`src/shared/adc_fifo_ctrl_regs.svh`:
```
`ifndef ADC_FIFO_CTRL_REGS_SVH
`define ADC_FIFO_CTRL_REGS_SVH

// Register byte offsets
`define OFS_SINGLE_FILL_COUNT  8'h84
`define OFS_SCAN_FILL_COUNT    8'h88
`define OFS_SINGLE_FLUSH       8'h8C
`define OFS_SCAN_FLUSH         8'h90
`define OFS_REQUEST_INHIBIT    8'h94
`define OFS_SINGLE_DATA_POP    8'hA0
`define OFS_SINGLE_DATA_PEEK   8'hA4
`define OFS_SCAN_DATA_POP      8'hA8
`define OFS_SCAN_DATA_PEEK     8'hAC

// Field positions
`define COUNT_MSB              2
`define FLUSH_BIT              0
`define INHIBIT_LSB            2
`define INHIBIT_MSB            9

// Reset values
`define RST_INHIBIT            8'h00
`define RST_COUNT              3'h0
`define RST_WORD               32'h0000_0000

// Store depth
`define FIFO_DEPTH             3'h4

`endif
```
`src/shared/adc_fifo_ctrl_pkg.sv`:
```
package adc_fifo_ctrl_pkg;
   typedef logic [2:0]  count_type;
   typedef logic [31:0] word_type;
   typedef logic [7:0]  inhibit_type;
endpackage

```
`src/rtl/adc_fifo_count_and_bus_master_ctrl.sv`:
```
`timescale 1ns/10ps
`include "adc_fifo_ctrl_regs.svh"
//------------------------------------------------------------
// Behaviour
// - Single FIFO unread count reads at bits 2:0 of offset 0x084.
// - Scan FIFO unread count reads at bits 2:0 of offset 0x088.
// - Writing one to bit 0 at 0x08C empties the single FIFO; zero does nothing.
// - Writing one to bit 0 at 0x090 empties the scan FIFO; zero does nothing.
// - With an inhibit bit clear, a bus chosen by any input selector is requested.
// - With an inhibit bit set, that bus is not requested and own selection ignored.
// - Inhibit lets several peripherals watch one bus while only the master selects.
// - Reading a popping data register removes one entry, lowering its count.
// - Reading a peek register returns the oldest entry without removing it.
//------------------------------------------------------------
module adc_fifo_count_and_bus_master_ctrl
   import adc_fifo_ctrl_pkg::*;
(
   // Clock, enable, reset
   input  wire logic        clk_in,
   input  wire logic        rst_n_in,
   input  wire logic        ce_in,
   // Register port
   input  wire logic [7:0]  addr_in,
   input  wire word_type    wdata_in,
   input  wire logic        wr_in,
   input  wire logic        rd_in,
   output word_type         rdata_out,
   // Conversion results
   input  wire logic        single_push_in,
   input  wire word_type    single_result_in,
   input  wire logic        scan_push_in,
   input  wire word_type    scan_result_in,
   output logic             single_full_out,
   output logic             scan_full_out,
   // Bus selection, one bit per bus half, bit 0 = bus1 x
   input  wire inhibit_type positive_input_select_in,
   input  wire inhibit_type negative_input_select_in,
   input  wire inhibit_type scan_input_select_in,
   output inhibit_type      bus_request_out,
   output inhibit_type      channel_select_active_out,
   output inhibit_type      request_inhibit_out
);
   //------------------------------------------------------------
   // Internal signals
   //------------------------------------------------------------
   // Inhibit register and its named fields
   inhibit_type inhibit_ff;
   logic        bus1_x_request_inhibit;
   logic        bus1_y_request_inhibit;
   logic        bus2_x_request_inhibit;
   logic        bus2_y_request_inhibit;
   logic        bus3_x_request_inhibit;
   logic        bus3_y_request_inhibit;
   logic        bus4_x_request_inhibit;
   logic        bus4_y_request_inhibit;
   inhibit_type inhibit_fields;

   // Result store status
   count_type   single_count;
   count_type   scan_count;
   word_type    single_head;
   word_type    scan_head;

   // Decoded accesses
   logic        single_flush;
   logic        scan_flush;
   logic        single_pop;
   logic        scan_pop;
   logic        inhibit_wr;

   // Request path and read path
   inhibit_type chosen;
   word_type    nxt_rdata;
   word_type    rdata_ff;

   //------------------------------------------------------------
   // Helpers
   //------------------------------------------------------------
   // Address match against one register offset
   function automatic logic hit(input logic [7:0] a, input logic [7:0] ofs);
      hit = (a == ofs);
   endfunction

   // Unread count placed in bits 2:0, reserved bits zero
   function automatic word_type count_word(input count_type cnt);
      count_word = {29'h0, cnt};
   endfunction

   // Inhibit bits placed in bits 9:2, reserved bits zero
   function automatic word_type inhibit_word(input inhibit_type inh);
      inhibit_word = {22'h0, inh, 2'h0};
   endfunction

   // Bus halves chosen and not inhibited
   // Shared by the request and the selection outputs
   function automatic inhibit_type mastered(input inhibit_type sel, input inhibit_type inh);
      mastered = sel & ~inh;
   endfunction

   //------------------------------------------------------------
   // Access decode
   //------------------------------------------------------------
   // Flush strobes on a write of one; a write of zero does nothing
   assign single_flush = wr_in && hit(addr_in, `OFS_SINGLE_FLUSH)
                         && wdata_in[`FLUSH_BIT];
   assign scan_flush   = wr_in && hit(addr_in, `OFS_SCAN_FLUSH)
                         && wdata_in[`FLUSH_BIT];
   // Popping reads only; peeks leave the store alone
   assign single_pop   = rd_in && hit(addr_in, `OFS_SINGLE_DATA_POP);
   assign scan_pop     = rd_in && hit(addr_in, `OFS_SCAN_DATA_POP);
   // Inhibit write; read-only and unmapped writes decode to nothing
   assign inhibit_wr   = wr_in && hit(addr_in, `OFS_REQUEST_INHIBIT);

   //------------------------------------------------------------
   // Result stores
   //------------------------------------------------------------
   // Single-conversion store
   result_fifo u_single (
      .clk_in       (clk_in),
      .rst_n_in     (rst_n_in),
      .ce_in        (ce_in),
      .push_in      (single_push_in),
      .push_data_in (single_result_in),
      .pop_in       (single_pop),
      .flush_in     (single_flush),
      .full_out     (single_full_out),
      .count_out    (single_count),
      .head_out     (single_head)
   );

   // Scan-conversion store
   result_fifo u_scan (
      .clk_in       (clk_in),
      .rst_n_in     (rst_n_in),
      .ce_in        (ce_in),
      .push_in      (scan_push_in),
      .push_data_in (scan_result_in),
      .pop_in       (scan_pop),
      .flush_in     (scan_flush),
      .full_out     (scan_full_out),
      .count_out    (scan_count),
      .head_out     (scan_head)
   );

   //------------------------------------------------------------
   // Inhibit register
   //------------------------------------------------------------
   // Eight read-write bits, cleared by reset; bits 1:0 and 31:10 not stored
   always_ff @(posedge clk_in or negedge rst_n_in) begin
      if (!rst_n_in) begin
         inhibit_ff <= `RST_INHIBIT;
      end else if (ce_in && inhibit_wr) begin
         inhibit_ff <= wdata_in[`INHIBIT_MSB:`INHIBIT_LSB];
      end
   end

   //------------------------------------------------------------
   // Inhibit fields
   //------------------------------------------------------------
   // One field per bus half, bit 0 is bus1 x
   assign bus1_x_request_inhibit = inhibit_ff[0];
   assign bus1_y_request_inhibit = inhibit_ff[1];
   assign bus2_x_request_inhibit = inhibit_ff[2];
   assign bus2_y_request_inhibit = inhibit_ff[3];
   assign bus3_x_request_inhibit = inhibit_ff[4];
   assign bus3_y_request_inhibit = inhibit_ff[5];
   assign bus4_x_request_inhibit = inhibit_ff[6];
   assign bus4_y_request_inhibit = inhibit_ff[7];
   // Fields back in bus order for the request mask
   assign inhibit_fields = {bus4_y_request_inhibit, bus4_x_request_inhibit,
                            bus3_y_request_inhibit, bus3_x_request_inhibit,
                            bus2_y_request_inhibit, bus2_x_request_inhibit,
                            bus1_y_request_inhibit, bus1_x_request_inhibit};

   //------------------------------------------------------------
   // Bus request
   //------------------------------------------------------------
   // Any of the three selectors may choose a bus half
   assign chosen = positive_input_select_in | negative_input_select_in
                   | scan_input_select_in;
   // Request only buses whose inhibit bit is clear
   assign bus_request_out           = mastered(chosen, inhibit_fields);
   // Own channel selection drives only buses we master
   assign channel_select_active_out = mastered(chosen, inhibit_fields);
   // Inhibit state shown to the other peripherals on the bus
   assign request_inhibit_out       = inhibit_ff;

   //------------------------------------------------------------
   // Read data, one cycle after strobe
   //------------------------------------------------------------
   // Next read word; idle and unmapped reads give zero
   always_comb begin
      nxt_rdata = `RST_WORD;
      if (rd_in) begin
         case (addr_in)
            `OFS_SINGLE_FILL_COUNT: nxt_rdata = count_word(single_count);
            `OFS_SCAN_FILL_COUNT:   nxt_rdata = count_word(scan_count);
            `OFS_REQUEST_INHIBIT:   nxt_rdata = inhibit_word(inhibit_ff);
            // Data reads: pop and peek return the same oldest entry
            `OFS_SINGLE_DATA_POP,
            `OFS_SINGLE_DATA_PEEK:  nxt_rdata = single_head;
            `OFS_SCAN_DATA_POP,
            `OFS_SCAN_DATA_PEEK:    nxt_rdata = scan_head;
            default:                nxt_rdata = `RST_WORD;
         endcase
      end
   end

   // Read word register, frozen while the enable is low
   always_ff @(posedge clk_in or negedge rst_n_in) begin
      if (!rst_n_in) begin
         rdata_ff <= `RST_WORD;
      end else if (ce_in) begin
         rdata_ff <= nxt_rdata;
      end
   end

   // Registered read word to the port
   assign rdata_out = rdata_ff;
endmodule

```
`src/rtl/result_fifo.sv`:
```
`timescale 1ns/10ps
`include "adc_fifo_ctrl_regs.svh"
// Four-entry result store with registered head output
module result_fifo
   import adc_fifo_ctrl_pkg::*;
(
   // Clock, enable and reset
   input  wire logic      clk_in,
   input  wire logic      rst_n_in,
   input  wire logic      ce_in,
   // Control
   input  wire logic      push_in,
   input  wire word_type  push_data_in,
   input  wire logic      pop_in,
   input  wire logic      flush_in,
   // Status
   output logic           full_out,
   output count_type      count_out,
   output word_type       head_out
);
   word_type   mem_ff [4];
   logic [1:0] wr_ptr_ff;
   logic [1:0] rd_ptr_ff;
   count_type  count_ff;
   logic       do_push;
   logic       do_pop;
   logic [1:0] nxt_rd_ptr;

   assign full_out  = (count_ff == `FIFO_DEPTH);
   assign count_out = count_ff;
   assign do_push   = push_in && !full_out;
   assign do_pop    = pop_in && (count_ff != 3'h0);
   // Read pointer after this edge, so the head keeps up with back-to-back pops
   assign nxt_rd_ptr = flush_in ? 2'h0 : (rd_ptr_ff + {1'b0, do_pop});

   // Storage write
   always_ff @(posedge clk_in) begin
      if (ce_in && do_push && !flush_in) begin
         mem_ff[wr_ptr_ff] <= push_data_in;
      end
   end

   // Pointers and count; flush empties
   always_ff @(posedge clk_in or negedge rst_n_in) begin
      if (!rst_n_in) begin
         wr_ptr_ff <= 2'h0;
         rd_ptr_ff <= 2'h0;
         count_ff  <= `RST_COUNT;
      end else if (ce_in) begin
         if (flush_in) begin
            wr_ptr_ff <= 2'h0;
            rd_ptr_ff <= 2'h0;
            count_ff  <= 3'h0;
         end else begin
            if (do_push) begin
               wr_ptr_ff <= wr_ptr_ff + 2'h1;
            end
            if (do_pop) begin
               rd_ptr_ff <= rd_ptr_ff + 2'h1;
            end
            count_ff <= count_ff + {2'h0, do_push} - {2'h0, do_pop};
         end
      end
   end

   // Registered oldest entry as it stands after this edge
   always_ff @(posedge clk_in or negedge rst_n_in) begin
      if (!rst_n_in) begin
         head_out <= `RST_WORD;
      end else if (ce_in) begin
         if (do_push && !flush_in && (wr_ptr_ff == nxt_rd_ptr)) begin
            head_out <= push_data_in; // Pushed word becomes the head
         end else begin
            head_out <= mem_ff[nxt_rd_ptr];
         end
      end
   end
endmodule

```
`config.mk`:
```
export PLATFORM = sky130hd
export DESIGN_NAME = adc_fifo_count_and_bus_master_ctrl
export DESIGN_NICKNAME = d
export VERILOG_FILES = /design/src/shared/adc_fifo_ctrl_pkg.sv /design/src/rtl/adc_fifo_count_and_bus_master_ctrl.sv /design/src/rtl/result_fifo.sv
export VERILOG_INCLUDE_DIRS = /design/src /design/src/shared
export SDC_FILE = /design/constraint.sdc
export NUM_CORES = 1
export LEC_CHECK = 0
export BUFFER_PORTS_ARGS = -buffer_cell sky130_fd_sc_hd__buf_2
export CELL_PAD_IN_SITES_DETAIL_PLACEMENT = 1
export CELL_PAD_IN_SITES_GLOBAL_PLACEMENT = 2
export CORE_AREA = 3 3 248 189
export DETAILED_ROUTE_END_ITERATION = 10
export DIE_AREA = 0 0 251 192
export GPL_TIMING_DRIVEN = 0
export MAX_ROUTING_LAYER = met4
export PLACE_DENSITY_LB_ADDON = 0.15
export SETUP_SLACK_MARGIN = 0.1
export SYNTH_ARGS = -nofsm -noshare
export SYNTH_HDL_FRONTEND = slang
export SYNTH_SLANG_ARGS = --single-unit
export TNS_END_PERCENT = 30
```
`constraint.sdc`:
```
create_clock -name clk_in -period 2.7 [get_ports clk_in]
set_input_delay 0.27 -clock clk_in [delete_from_list [all_inputs] [get_ports clk_in]]
set_output_delay 0.27 -clock clk_in [all_outputs]
set_load 0.05 [all_outputs]
```
==> flow_summary.toml <==
[yosys]
syn_area_mm2 = 0.0164
ys_seq_elements = 374
synth_ff_type = "edfxtp_1"
async_flop_share_pct = 31.6
yosys_warnings = 0
yosys-top-cells-count = "256 x edfxtp_1, 118 x dfrtp_1, 110 x nand2_1"
post-synth-top-count-cell = "edfxtp_1"
synth_cells = 1233
syn-num-nets = 1380
synth_top_area_share_pct = 46.9
ys_seq_area_share_pct = 64.9
synth.avg_cell_area_um2 = 13.3
synth_cell_types = 55
synth-edff-count = 256
synth_area_leader_cell = "edfxtp_1"
synth.area.top_cells = "edfxtp_1 47%, dfrtp_1 18%, a221oi_1 5.0%, mux2_2 2.9%, nand2_1 2.5%"

[routing]
via_per_inst = 5.64
wire_per_inst_um = 25.2
vias = 12300
firstDrtPassIters = 5
highest_layer = "met4"
route.detailed.drc = 0
antenna_left = 0
routed_wl_mm = 54.8
drt_iter0_drc = 973
wl_met3_mm = 3.11
m1WireLength_mm = 26.9
dr_wl_met2_mm = 24.2

[timing]
fin_ws_ns = 0.121
fmax_mhz = 388
finalHoldViolCount = 0
finalClockSkew_ns = 0.0189
max-slew-margin-rel_pct = 38.1
setup_violations = 0
maxSlewViolCount = 0
tns_ns = 0
worst_pin_slew_ns = 0.928
min_period_over_period_pct = 95.5
rsz0062_at_grt = "yes"
fin_crit_ns = 2.58

[worst_setup_path]
crit_path_end_kind = "flop"
cp_max_fo = 7
cp_slowest_cell = "or4_4"
cp_num_buf_inv = 2
startpoint = "u_scan.count_out[1]"
cpPeakStageDelay_ns = 0.50
critPathKind = "reg -> reg"
r2r-start = "u_scan.count_out[1]"
cp_top_family = "simple AND/OR/NAND/NOR gates"
cp-start-kind = "flop"
cp.arrival_ns = 2.98
crit_required_ns = 3.10
path_cells = "or3_4, and4_1, buf_6, or4_4, nand3_4, a31o_4, clkbuf_16, o221ai_1"

[floorplanning]
die-height_um = 192
core_mm2 = 0.0446
die_area_mm2 = 0.0482
start_util_pct = 36.8
core.rowCount = 67
ios = 193
dieWidth_um = 251

[global_route]
first_global_vias = 12700
grt_max_degree = 69
grt_overflow_total = 0
antenna_found_initial = 2
grt_first_pass_wirelength_mm = 81.4
grtUsageTotal_pct = 23.1

[clocking]
clk_path_buf_depth = 3
h-tree-depth = 2
cts_tree = "done"
clk_pin_slew_worst_paths_ns = 0.06
cts_root_buf = "clkbuf_16"
clkLatencyLatePin_ns = 0.56
clkSinkCount = 374
cts_made_buffers = 41

[power]
power-per-cell-area_mw_per_mm2 = 773
p_leak_uw = 0.00826
ir_worst_vdd_mv = 0.478

[worst_hold_path]
hold_path_class = "in -> reg"
hold_start = "scan_result_in[29]"

[placement]
dp_hpwl_mm = 35.7
dpl_cell_area_mm2 = 0.0181
globalplace.congestion = 0.802
dp_slack_ns = -1.02
place.port_buffers = 169

[finish]
syn_to_final_growth_pct = 27.6
final_area_mm2 = 0.0209
fillers = 4646
finalCoreUtilization_pct = 46.9
nets = 1701
drive_above_1_share_pct = 26.3

[flow_run]
maxCapViolations = 0

[status]
status = "finished clean"
[path summary, 6_finish.rpt]
kind                                   endpoint  slack (ns)  depth (start not counted)
setup / recovery            u_scan.head_out[10]        0.12                          8
hold / removal             u_scan.mem_ff[1][29]        0.02                          1
setup reg to reg            u_scan.head_out[10]        0.12                          8
hold reg to reg                    rdata_out[8]        0.49                          1
max in group asynchronous         rdata_out[20]        1.60                          3
min in group asynchronous  u_single.head_out[6]        0.33                          2
[cell usage in the layout (no fill, tap or decap), drive strengths merged, types with 27 or more instances in the layout]
cell / instances
a221o: 32
a221oi: 93
a22o: 33
a22oi: 35
buf: 232
clkbuf: 137
dfrtp: 118
dlygate4sd3: 72
edfxtp: 256
inv: 64
mux2: 42
mux2i: 35
nand2: 110
nand3: 27
nor2b: 37
o22ai: 34
o2bb2ai: 35
[flip-flops by register name (all words and copies together) (netlist names)]
register,flops
request_inhibit_out,8
rdata_out,32
u_scan.mem_ff,128
u_scan.count_out,3
u_single.rd_ptr_ff,2
u_single.head_out,32
u_scan.rd_ptr_ff,2
u_single.wr_ptr_ff,2
u_single.count_out,3
u_scan.wr_ptr_ff,2
u_single.mem_ff,128
u_scan.head_out,32
[timing repair]
action	in CTS	in global routing
hold endpoints to repair	335	0
pin swaps	7	8
buffers inserted	12	15
gates resized for setup	51	89
hold buffers	72	0
endpoints found under the setup margin	193	193
cloned	4	2
[cells by family after synthesis]
group / count (synthesis) / synth area share (%)
compound gates: 342 / 16.9
xor+xnor: 7 / 0.374
fa+ha+maj: 12 / 1.01
buf+inv: 170 / 4.29
flops: 374 / 64.9
mux: 77 / 5.02
simple gates: 251 / 7.52
[where the power goes]
group / internal (uW) / leakage (uW) / total (uW) / switching, uW
clock: 3230 / 0.000648 / 5570 / 2340
sequential: 6890 / 0.00382 / 7370 / 479
combinational: 1370 / 0.00379 / 3240 / 1860
[cell type report]
class | instances | area, um^2 | area share, %
clock inverters | 14 | 93.8 | 0.448
inverters | 65 | 248 | 1.18
flip-flops and latches | 374 | 10600 | 50.9
clock buffers | 62 | 1230 | 5.86
plain buffers | 104 | 587 | 2.80
diodes | 2 | 5.00 | 0.0239
repair buffers | 275 | 2070 | 9.89
multi-input cells | 693 | 5320 | 25.4
well taps | 586 | 733 | 3.50
[metal layers]
metal / global-route usage, % / up-vias
met4: 4.30 / 0
li1: - / 5500
met3: 3.70 / 47
met1: 33.7 / 6341
met2: 34.3 / 379
met5: - / -
[metrics by stage]
stage | power (uW) | std cells | hold slack [ns]
after global placement | 9980 | 1988 | 0.471
final | 16200 | 2175 | 0.0158
after detailed placement | 10100 | 1993 | 0.368
after global routing | 16900 | 2175 | 0.00916
after floorplan | 8930 | 1233 | -0.0256
after CTS | 16000 | 2157 | 0.00354
(Power assumes the default switching activity.)
